File: src/rtl/ptu_consts.vh
`ifndef PTU_CONSTS_VH
`define PTU_CONSTS_VH
// register byte offsets (one aligned apb word each)
`define PTU_OFF_RUN      12'h000
`define PTU_OFF_SYNC     12'h004
`define PTU_OFF_STOP     12'h008
// per-channel block: base + ch * stride
`define PTU_CH_BASE      12'h040
`define PTU_CH_STRIDE    12'h040
`define PTU_CH_CTRL      12'h000
`define PTU_CH_MODE      12'h004
`define PTU_CH_IO        12'h008
`define PTU_CH_IER       12'h00c
`define PTU_CH_FLAG      12'h010
`define PTU_CH_CNT       12'h014
`define PTU_CH_GR0       12'h018
`define PTU_CH_GR1       12'h01c
`define PTU_CH_GR2       12'h020
`define PTU_CH_GR3       12'h024
// reset values and the counter maximum
`define PTU_GR_RST       16'hffff
`define PTU_CNT_RST      16'h0000
`define PTU_CNT_MAX      16'hffff
// control register fields
`define PTU_CTRL_CLR_LSB 5
`define PTU_CTRL_EDG_LSB 3
`define PTU_CTRL_PSC_LSB 0
// clear source codes
`define PTU_CLR_NONE     3'd0
`define PTU_CLR_GR0      3'd1
`define PTU_CLR_GR1      3'd2
`define PTU_CLR_SYNC     3'd3
`define PTU_CLR_GR2      3'd5
`define PTU_CLR_GR3      3'd6
// mode register fields
`define PTU_MODE_PHASE   3'd4
`define PTU_MODE_BFA     4
`define PTU_MODE_BFB     5
// flag register bit positions and reset value
`define PTU_FLG_OVF      4
`define PTU_FLG_UDF      5
`define PTU_FLG_DIR      7
`define PTU_FLG_RST      8'hc0
`endif

File: src/rtl/ptu_top.v
// Local design decisions: the register offsets and the APB interface to the registers.
`include "ptu_consts.vh"
module ptu_top (
  input  wire        pclk,
  input  wire        presetn,
  input  wire        clk_en,         // freezes all state while low
  input  wire        psel,
  input  wire        penable,
  input  wire        pwrite,
  input  wire [11:0] paddr,
  input  wire [31:0] pwdata,
  input  wire [3:0]  pstrb,
  output wire [31:0] prdata,
  output wire        pready,
  output wire        pslverr,
  input  wire [3:0]  ext_count_clk,  // external count clock pins
  input  wire [3:0]  timer_io_in0,   // channel 0 pins a..d
  input  wire [1:0]  timer_io_in1,
  input  wire [1:0]  timer_io_in2,
  output wire [3:0]  timer_io_out0,
  output wire [3:0]  timer_io_oe0,
  output wire [1:0]  timer_io_out1,
  output wire [1:0]  timer_io_oe1,
  output wire [1:0]  timer_io_out2,
  output wire [1:0]  timer_io_oe2,
  output wire [2:0]  overflow_irq,   // per channel request
  output wire [2:0]  match_irq       // per channel request
);
  reg  [2:0]  run_q;                 // channel run bits
  reg  [2:0]  sync_q;                // sync select bits
  reg         stop_q;                // module stop bit
  reg  [7:0]  ctrl_q [0:2];          // control registers
  reg  [7:0]  mode_q [0:2];          // mode registers
  reg  [15:0] io_q   [0:2];          // io control, 4 bits per register
  reg  [7:0]  ier_q  [0:2];          // irq enables
  wire [15:0] cnt    [0:2];
  wire [63:0] grf    [0:2];
  wire [7:0]  flg    [0:2];
  wire [3:0]  pout   [0:2];
  wire [3:0]  poe    [0:2];
  wire [2:0]  clr_evt;
  wire [3:0]  pin_in [0:2];
  wire        wr_en  = psel & penable & pwrite;    // single-cycle access
  wire        rd_en  = psel & penable & ~pwrite;
  // byte offset inside a channel block
  wire        in_ch  = (paddr >= `PTU_CH_BASE) && (paddr < `PTU_CH_BASE + 3 * `PTU_CH_STRIDE);
  wire [11:0] ch_rel = paddr - `PTU_CH_BASE;
  wire [1:0]  ch     = ch_rel[7:6];
  wire [11:0] reg_of = {6'h00, ch_rel[5:0]};
  // module stop gates the channels, bus writes to counter, general and flag registers included
  wire        en     = clk_en & ~stop_q;
  assign pin_in[0] = timer_io_in0;
  assign pin_in[1] = {2'b00, timer_io_in1};
  assign pin_in[2] = {2'b00, timer_io_in2};
  // sync clear: any synchronous channel's own clear event
  wire sync_evt = |(clr_evt & sync_q);
  // byte lanes: 8-bit registers honour the lane 0 strobe only
  function [7:0] lane8;
    input [7:0] old;
    input [31:0] d;
    input [3:0]  s;
    begin
      lane8 = s[0] ? d[7:0] : old;
    end
  endfunction
  // common registers
  always @(posedge pclk or negedge presetn) begin
    if (!presetn) begin
      run_q  <= 3'b000;
      sync_q <= 3'b000;
      stop_q <= 1'b1;
    end else if (clk_en && wr_en) begin
      if (paddr == `PTU_OFF_RUN && pstrb[0])
        run_q <= pwdata[2:0];
      if (paddr == `PTU_OFF_SYNC && pstrb[0])
        sync_q <= pwdata[2:0];
      if (paddr == `PTU_OFF_STOP && pstrb[0])
        stop_q <= pwdata[0];
    end
  end
  genvar c;
  generate
    for (c = 0; c < 3; c = c + 1) begin : g_ch
      wire sel   = in_ch && (ch == c) && wr_en && clk_en;
      // counter write: own, or any sync peer when this one is sync
      wire own_w = sel && (reg_of == `PTU_CH_CNT) && (pstrb[1:0] == 2'b11);
      wire any_w = in_ch && wr_en && clk_en && (reg_of == `PTU_CH_CNT) &&
                   (pstrb[1:0] == 2'b11) && sync_q[ch] && sync_q[c];
      wire [3:0] grw;
      assign grw[0] = sel && (reg_of == `PTU_CH_GR0) && (pstrb[1:0] == 2'b11);
      assign grw[1] = sel && (reg_of == `PTU_CH_GR1) && (pstrb[1:0] == 2'b11);
      assign grw[2] = sel && (reg_of == `PTU_CH_GR2) && (pstrb[1:0] == 2'b11) && (c == 0);
      assign grw[3] = sel && (reg_of == `PTU_CH_GR3) && (pstrb[1:0] == 2'b11) && (c == 0);
      // flag write: zero clears, one leaves unchanged
      wire [7:0] fclr = (sel && reg_of == `PTU_CH_FLAG && pstrb[0]) ?
                        ~pwdata[7:0] : 8'h00;
      always @(posedge pclk or negedge presetn) begin
        if (!presetn) begin
          ctrl_q[c] <= 8'h00;
          mode_q[c] <= 8'h00;
          io_q[c]   <= 16'h0000;
          ier_q[c]  <= 8'h00;
        end else if (sel) begin
          if (reg_of == `PTU_CH_CTRL)
            ctrl_q[c] <= lane8(ctrl_q[c], pwdata, pstrb);
          if (reg_of == `PTU_CH_MODE)
            mode_q[c] <= lane8(mode_q[c], pwdata, pstrb);
          if (reg_of == `PTU_CH_IER)
            ier_q[c]  <= lane8(ier_q[c], pwdata, pstrb);
          if (reg_of == `PTU_CH_IO) begin
            if (pstrb[0])
              io_q[c][7:0]  <= pwdata[7:0];
            if (pstrb[1])
              io_q[c][15:8] <= pwdata[15:8];
          end
        end
      end
      ptu_chan #(
        .NGR   ((c == 0) ? 4 : 2),
        .BUFOK ((c == 0) ? 1 : 0),
        .PHOK  ((c == 0) ? 0 : 1)
      ) u_chan (
        .pclk      (pclk),
        .presetn   (presetn),
        .en        (en),
        .run       (run_q[c]),
        .ctrl      (ctrl_q[c]),
        .mode      (mode_q[c]),
        .io_cfg    (io_q[c]),
        .ext_clk   ((c == 2) ? {ext_count_clk[1:0], ext_count_clk[3:2]} : ext_count_clk),
        .pin_in    (pin_in[c]),
        .cnt_wr    (own_w | any_w),
        .cnt_wdata (pwdata[15:0]),
        .sync_clr  (sync_q[c] & sync_evt),
        .gr_wr     (grw),
        .wdata     (pwdata[15:0]),
        .flag_clr  (fclr),
        .clr_evt   (clr_evt[c]),
        .cnt_q     (cnt[c]),
        .gr_flat   (grf[c]),
        .flags     (flg[c]),
        .pin_out_q (pout[c]),
        .pin_oe    (poe[c])
      );
      // requests follow flags gated by enables
      assign overflow_irq[c] = flg[c][`PTU_FLG_OVF] & ier_q[c][`PTU_FLG_OVF];
      assign match_irq[c]    = |(flg[c][3:0] & ier_q[c][3:0]);
    end
  endgenerate
  assign timer_io_out0 = pout[0];
  assign timer_io_oe0  = poe[0];
  assign timer_io_out1 = pout[1][1:0];
  assign timer_io_oe1  = poe[1][1:0];
  assign timer_io_out2 = pout[2][1:0];
  assign timer_io_oe2  = poe[2][1:0];
  // read mux
  reg [31:0] rd;
  reg        hit;
  always @* begin
    rd  = 32'h00000000;
    hit = 1'b1;
    if (paddr == `PTU_OFF_RUN)
      rd = {29'h0, run_q};
    else if (paddr == `PTU_OFF_SYNC)
      rd = {29'h0, sync_q};
    else if (paddr == `PTU_OFF_STOP)
      rd = {31'h0, stop_q};
    else if (in_ch && ch != 2'd3) begin
      case (reg_of)
        `PTU_CH_CTRL: rd = {24'h0, ctrl_q[ch]};
        `PTU_CH_MODE: rd = {24'h0, mode_q[ch]};
        `PTU_CH_IO:   rd = {16'h0, io_q[ch]};
        `PTU_CH_IER:  rd = {24'h0, ier_q[ch]};
        `PTU_CH_FLAG: rd = {24'h0, flg[ch]};
        `PTU_CH_CNT:  rd = {16'h0, cnt[ch]};
        `PTU_CH_GR0:  rd = {16'h0, grf[ch][15:0]};
        `PTU_CH_GR1:  rd = {16'h0, grf[ch][31:16]};
        `PTU_CH_GR2:  rd = {16'h0, grf[ch][47:32]};
        `PTU_CH_GR3:  rd = {16'h0, grf[ch][63:48]};
        default:      hit = 1'b0;
      endcase
    end else
      hit = 1'b0;
  end
  assign prdata  = rd_en ? rd : 32'h00000000;
  assign pready  = 1'b1;                             // zero wait states
  assign pslverr = psel & penable & ~hit;
endmodule

File: src/rtl/ptu_chan.v
`include "ptu_consts.vh"
// one timer channel: counter, NGR general registers (up to four), io pins, flags
module ptu_chan #(
  parameter NGR   = 4,   // general registers in this channel
  parameter BUFOK = 0,   // buffer operation available
  parameter PHOK  = 0    // phase counting available
) (
  input  wire        pclk,
  input  wire        presetn,
  input  wire        en,           // clock enable and not stopped
  input  wire        run,          // channel run bit
  input  wire [7:0]  ctrl,         // channel control register
  input  wire [7:0]  mode,         // channel mode register
  input  wire [15:0] io_cfg,       // four 4-bit io settings
  input  wire [3:0]  ext_clk,      // external count clock pins (sync)
  input  wire [3:0]  pin_in,       // timer io pin inputs (sync)
  input  wire        cnt_wr,       // counter preset strobe
  input  wire [15:0] cnt_wdata,    // preset value
  input  wire        sync_clr,     // synchronous clear from peers
  input  wire [3:0]  gr_wr,        // general register write strobes
  input  wire [15:0] wdata,        // bus write data
  input  wire [7:0]  flag_clr,     // flag bits written with zero
  output wire        clr_evt,      // own clearing event for peers
  output reg  [15:0] cnt_q,        // channel counter
  output wire [63:0] gr_flat,      // general registers
  output wire [7:0]  flags,        // flag register image
  output reg  [3:0]  pin_out_q,    // compare outputs
  output wire [3:0]  pin_oe        // compare output enables
);
  reg  [15:0] gr_q [0:3];           // general registers
  reg  [7:0]  flg_q;                // sticky flags
  reg  [3:0]  pin_d1_q;             // previous pin sample
  reg  [3:0]  ext_d1_q;             // previous external clock sample
  reg  [3:0]  pscnt_q;              // prescaler
  reg         dir_q;                // last count direction, 1 = up
  reg         run_d1_q;             // previous run state
  wire [2:0]  clr_sel = ctrl[7:5];
  wire [1:0]  edg     = ctrl[4:3];
  wire [2:0]  psc     = ctrl[2:0];
  wire        phase   = (PHOK != 0) && (mode[2:0] == `PTU_MODE_PHASE);
  wire [3:0]  match, capt;
  reg         tick, up, down;
  // count clock select: prescaled pclk or an external pin edge
  always @* begin
    tick = 1'b0;
    up   = 1'b0;
    down = 1'b0;
    if (phase) begin
      // two-phase decode, a leads b counts up
      if (ext_clk[0] != ext_d1_q[0]) begin
        up   = (ext_clk[0] != ext_clk[1]);
        down = ~up;
      end else if (ext_clk[1] != ext_d1_q[1]) begin
        up   = (ext_clk[0] == ext_clk[1]);
        down = ~up;
      end
      up   = up & run;
      down = down & run;
    end else begin
      case (psc)
        3'd0:    tick = 1'b1;
        3'd1:    tick = (pscnt_q[1:0] == 2'b11);
        3'd2:    tick = (pscnt_q == 4'hf);
        3'd3:    tick = (psc == 3'd3) && (pscnt_q[2:0] == 3'b111);
        3'd4:    tick = ext_clk[0] & ~ext_d1_q[0];
        3'd5:    tick = ext_clk[1] & ~ext_d1_q[1];
        default: tick = ext_clk[2] & ~ext_d1_q[2];
      endcase
      up = tick & run;
    end
  end
  // per-register compare and capture detection
  genvar g;
  generate
    for (g = 0; g < 4; g = g + 1) begin : g_gr
      wire cap_mode = io_cfg[4*g+3];   // 1 = capture, else compare
      wire rise     = pin_in[g] & ~pin_d1_q[g];
      wire fall     = ~pin_in[g] & pin_d1_q[g];
      assign match[g] = (g < NGR) && !cap_mode && run && (up | down) && (cnt_q == gr_q[g]);
      assign capt[g]  = (g < NGR) && cap_mode &&
                        ((io_cfg[4*g+1:4*g] == 2'd0 && rise) ||
                         (io_cfg[4*g+1:4*g] == 2'd1 && fall) ||
                         (io_cfg[4*g+1] && (rise | fall)));
      assign gr_flat[16*g+15:16*g] = gr_q[g];
      assign pin_oe[g] = (g < NGR) && !cap_mode && (io_cfg[4*g+1:4*g] != 2'd0);
    end
  endgenerate
  // clear source decode
  reg own_clr;
  always @* begin
    case (clr_sel)
      `PTU_CLR_GR0: own_clr = match[0] | capt[0];
      `PTU_CLR_GR1: own_clr = match[1] | capt[1];
      `PTU_CLR_GR2: own_clr = match[2] | capt[2];
      `PTU_CLR_GR3: own_clr = match[3] | capt[3];
      default:      own_clr = 1'b0;
    endcase
  end
  assign clr_evt = own_clr;
  wire do_clr = own_clr | ((clr_sel == `PTU_CLR_SYNC) && sync_clr);
  wire bfa = (BUFOK != 0) && mode[`PTU_MODE_BFA];
  wire bfb = (BUFOK != 0) && mode[`PTU_MODE_BFB];
  wire [3:0] bufd = {bfb, bfa, 2'b00};
  integer i;
  // counter, registers, flags and pins
  always @(posedge pclk or negedge presetn) begin
    if (!presetn) begin
      cnt_q     <= `PTU_CNT_RST;
      flg_q     <= `PTU_FLG_RST;
      pin_d1_q  <= 4'h0;
      ext_d1_q  <= 4'h0;
      pscnt_q   <= 4'h0;
      dir_q     <= 1'b1;
      run_d1_q  <= 1'b0;
      pin_out_q <= 4'h0;
      for (i = 0; i < 4; i = i + 1)
        gr_q[i] <= `PTU_GR_RST;
    end else if (en) begin
      pin_d1_q <= pin_in;
      ext_d1_q <= ext_clk;
      run_d1_q <= run;
      pscnt_q  <= run ? pscnt_q + 4'h1 : 4'h0;
      // counter: preset beats clear beats count
      if (cnt_wr)
        cnt_q <= cnt_wdata;
      else if (do_clr)
        cnt_q <= `PTU_CNT_RST;
      else if (up)
        cnt_q <= cnt_q + 16'h0001;
      else if (down)
        cnt_q <= cnt_q - 16'h0001;
      if (up | down)
        dir_q <= up;
      // flags: software clear first, hardware set wins
      flg_q <= (flg_q & ~flag_clr) | `PTU_FLG_RST;
      if (!do_clr && up && cnt_q == `PTU_CNT_MAX)
        flg_q[`PTU_FLG_OVF] <= 1'b1;
      if (!do_clr && down && cnt_q == `PTU_CNT_RST)
        flg_q[`PTU_FLG_UDF] <= 1'b1;
      for (i = 0; i < 4; i = i + 1) begin
        if (match[i] | capt[i])
          flg_q[i] <= 1'b1;
        if (gr_wr[i])
          gr_q[i] <= wdata;
        if (i < 2 && capt[i]) begin
          gr_q[i] <= cnt_q;
          if (bufd[i+2])
            gr_q[i+2] <= gr_q[i];
        end else if (i < 2 && match[i] && bufd[i+2])
          gr_q[i] <= gr_q[i+2];
        else if (i >= 2 && capt[i] && !bufd[i])
          gr_q[i] <= cnt_q;
        // pin level: 1=low 2=high 3=toggle; same level leaves pin
        if (match[i]) begin
          case (io_cfg[4*i+1 +: 1] ? {1'b1, io_cfg[4*i]} : {1'b0, io_cfg[4*i]})
            2'b01:   pin_out_q[i] <= 1'b0;
            2'b10:   pin_out_q[i] <= 1'b1;
            2'b11:   pin_out_q[i] <= ~pin_out_q[i];
            default: pin_out_q[i] <= pin_out_q[i];
          endcase
        end
        // stopping the counter holds the pin level
        if (!run && gr_wr[i])
          pin_out_q[i] <= pin_out_q[i];
      end
    end
  end
  assign flags = {phase ? dir_q : 1'b1, flg_q[6:0]};
endmodule

File: config.mk
export PLATFORM = sky130hd
export DESIGN_NAME = ptu_top
export DESIGN_NICKNAME = d
export VERILOG_FILES = /design/src/rtl/ptu_top.v /design/src/rtl/ptu_chan.v
export VERILOG_INCLUDE_DIRS = /design/src /design/src/rtl
export SDC_FILE = /design/constraint.sdc
export NUM_CORES = 1
export LEC_CHECK = 0
export BUFFER_PORTS_ARGS = -buffer_cell sky130_fd_sc_hd__buf_2
export CORE_UTILIZATION = 60
export DETAILED_ROUTE_END_ITERATION = 8
export PLACE_DENSITY = 0.78
export SLEW_MARGIN = 20
export SYNTH_ARGS = -nofsm -noshare
export SYNTH_HDL_FRONTEND = slang
export SYNTH_SLANG_ARGS = --single-unit
File: constraint.sdc
create_clock -name pclk -period 13.8 [get_ports pclk]
set_input_delay 2.76 -clock pclk [delete_from_list [all_inputs] [get_ports pclk]]
set_output_delay 2.76 -clock pclk [all_outputs]
set_load 0.03 [all_outputs]
==> out/metrics.yaml <==
clock_tree:
  cts-htree-levels: 2
  clkLatencyLatePin_ps: 590
  cts.sinks: 355
  cts_buffers: 41
  root_buffer: "clkbuf_16"
  postCtsSetupBuffers: 0
  clkTransAtPathRegs_ps: 60
  ctsHoldBuffers: 0
  cts_buffer_depth: 3
  cts_resized: 0
  tritoncts: "done"
layout:
  nets: 2704
  final_cell_mix: "nor2_1, a21oi_1, dfrtp_1"
  nFillCells: 3204
  area_growth_pct: 7.835
  final_common_cell: "nor2_1"
  insertedDiodeCount: 0
  instances_no_fill: 3133
  drive_gt1_share_pct: 20.78
placement:
  dp_cells: 3057
  port_buffers: 86
  gp_congestion: 1.038
  dp_slack_ps: 4317
  dp_hpwl_um: 57640
detailed_routing:
  postRouteAntennaNets: 0
  viasPerCell: 6.913
  route.detailed.drc: 0
  wl_per_cell_um: 26.76
  firstDrtPassIters: 6
  routed_wl_um: 83850
  drt-initial-drc-count: 2984
  vias: 21660
timing:
  setup_total_negative_slack_ps: 0
  layout_setup_ws_ps: 4055
  setup_viol: 0
  rsz0062_at_grt: "no"
  period_minus_slack_ps: 9745
  final.period_utilization_pct: 70.62
  relSlewSlack_pct: 16.93
  finClkSkew_ps: 27.64
  tightestPinTransition_ps: 1235
  slew_violations: 0
  hold_violations: 0
  holdWs_ps: 489.3
  fmax_ghz: 0.1026
logic_synthesis:
  avgSynthCellArea_um2: 9.209
  netlist_instances: 2615
  synth.cell_area_um2: 24080
  ys_ff_latch: 355
  synth.yosys.warnings: 0
  synth_top_flop_cell: "dfrtp_1"
  ys_seq_area_share_pct: 37.57
  synth_edf_count: 0
  synth_cell_type_count: 87
  async_flop_share_pct: 100.0
critical_path:
  crit_fanout: 58
  cp-end-kind: "primary output"
  crit_top_cell: "buf_4"
  critPathMaxStageDelay_ps: 960
  path_delay_family: "buffers and inverters"
  cpMaxStageDelayCell: "ha_4"
  critPathBufInv: 6
  crit_path_start_kind: "input pin"
  crit_required_ps: 11040
  worstReg2RegStart: "g_ch[2].u_chan.ext_d1_q[1]"
  startpoint: "paddr[6]"
  criticalPathCategory: "input pin to primary output"
  path_cells: "buf_2 > buf_4 > inv_1 > ha_4 > buf_4 > a22oi_1 > buf_4 > a221oi_1 > a21oi_1 > a21oi_1 > a2111oi_0 > buf_2"
  crit_arrival_ps: 6990
die:
  rows: 73
  ios: 122
  core_area_um2: 39640
  die_w_um: 202.3
  initial_core_util_pct: 60.75
  dieArea_um2: 40940
  fp.dieH_um: 202.3
run:
  maxCapViolCount: 0
power_and_ir_drop:
  internal_power_mw: 1.711
  p_seq_share_pct: 45.8
  ir_drop_uv: 93.71
  power.switching_uw: 576.4
  p_leak_nw: 11.97
  cellPowerDensity_nw_per_um2: 88.08
  power_frac_comb_pct: 6.5
  clock_power_share_pct: 47.8
  swShare_pct: 25.20
  power_mw: 2.287
run_status:
  status: "completed"
min_path:
  hp-class: "flip-flop to flip-flop"
  worstHoldStart: "g_ch[0].u_chan.pin_out_q[1]"
grt:
  grt_max_degree: 88
  grt_pass1_vias: 20500
  grt_usage_pct: 40.56
  grt_pass1_wl_um: 125800
  antenna_found_initial: 0
  grt-ovfl-total: 0
final timing paths:
| kind | end | slack [ps] | cells after the start |
|---|---|---|---|
| min | g_ch[0].u_chan.pin_out_q[1] | 490 | 1 |
| min in group asynchronous | g_ch[1].u_chan.cnt_q[2] | 2170 | 1 |
| max reg2reg | g_ch[2].u_chan.cnt_q[14] | 8920 | 17 |
| max in group asynchronous | g_ch[2].u_chan.cnt_q[12] | 9340 | 3 |
| max | prdata[1] | 4050 | 12 |
| min reg2reg | g_ch[0].u_chan.pin_out_q[1] | 490 | 1 |
cell families after synthesis:
kind of cell,after synthesis,synth area share [%]
xor gates and xnor gates,152,5.528
buffers and inverters,282,4.827
and+or+nand+nor,724,14.19
DFF,355,37.57
other,2,0.03119
AOI/OAI and AO/OA,650,17.31
adders and majority gates,62,3.284
muxes,388,17.26
cell type report:
cell class	count	area, um^2	area share, %
Clock buffer	59	1164	4.481
Clock inverter	16	148.9	0.5734
Inverter	56	210.2	0.8095
Multi-Input combinational cell	1993	13970	53.81
Sequential cell	355	9047	34.84
Tap cell	525	656.9	2.530
Timing Repair Buffer	129	767.0	2.954
state kept, by name (all words and copies together), names as in the netlist:
register               count
sync_q                     3
mode_q                    24
g_ch.u_chan.pin_d1_q       8
g_ch.u_chan.flg_q         18
io_q                      48
run_q                      3
g_ch.u_chan.ext_d1_q       4
stop_q                     1
ctrl_q                    24
g_ch.u_chan.cnt_q         48
g_ch.u_chan.gr_flat      128
g_ch.u_chan.dir_q          2
g_ch.u_chan.pin_out_q      8
ier_q                     24
g_ch.u_chan.pscnt_q       12
cell usage after synthesis, types with 6 or more instances:
cell type    n  area share [%]
buf_2       11            0.23
dfrtp_1    224              23
nor4_1      40             1.0
a221oi_1    25            0.91
a22o_1      12            0.44
nand4_1     32            0.83
nand2_1    187             2.9
o21ai_0    116             2.4
o22ai_1     28            0.73
xor2_1      93             3.4
a21o_1       9            0.28
a22oi_1     28            0.87
nor2_1     275             4.3
xnor2_1     59             2.1
inv_1       53            0.83
o221ai_1    14            0.51
a311oi_1     6            0.22
and3_1      16            0.42
a2bb2oi_1   20            0.73
mux2i_1    189             7.9
nor3_1      25            0.52
o31ai_1      8            0.25
clkbuf_1   173             2.7
nand2b_1    11            0.29
o21a_1      19            0.59
buf_1       20            0.31
a31oi_1     42             1.1
a21oi_1    231             4.8
mux2_2     177             8.3
or4_1        9            0.28
buf_4       20            0.62
nor2b_1     14            0.36
or3_1       11            0.29
ha_1        60             3.1
nand3_1     53             1.1
o211ai_1    21            0.65
and2_1      12            0.31
mux2_1      20            0.94
dfstp_2    131              14
nand4b_1     7            0.25
layer usage:
layer	vias up	part of all wire, %	track usage, %
li1	9364	-	-
met1	10630	38	52.71
met2	1324	44	61.57
met3	341	11	9.497
met4	0	6.8	24.30
met5	-	0	0
through the flow:
stage          area [um^2]  util, %
2_1_floorplan        24140        -
3_3_place_gp         24640    62.16
3_5_place_dp         24640    62.17
4_1_cts              25960    65.48
5_1_grt              25970    65.51
6_report             25970    65.51
power groups by stage:
stage                     combinational [mW]  sequential [mW]  clock [mW]
after floorplan                       0.0836             1.06           0
after global placement                 0.141             1.06           0
after detailed placement               0.144             1.06           0
after CTS                              0.145             1.05        1.09
after global routing                   0.157             1.05        1.14
final                                  0.148             1.05        1.09
(Power assumes the default switching activity.)
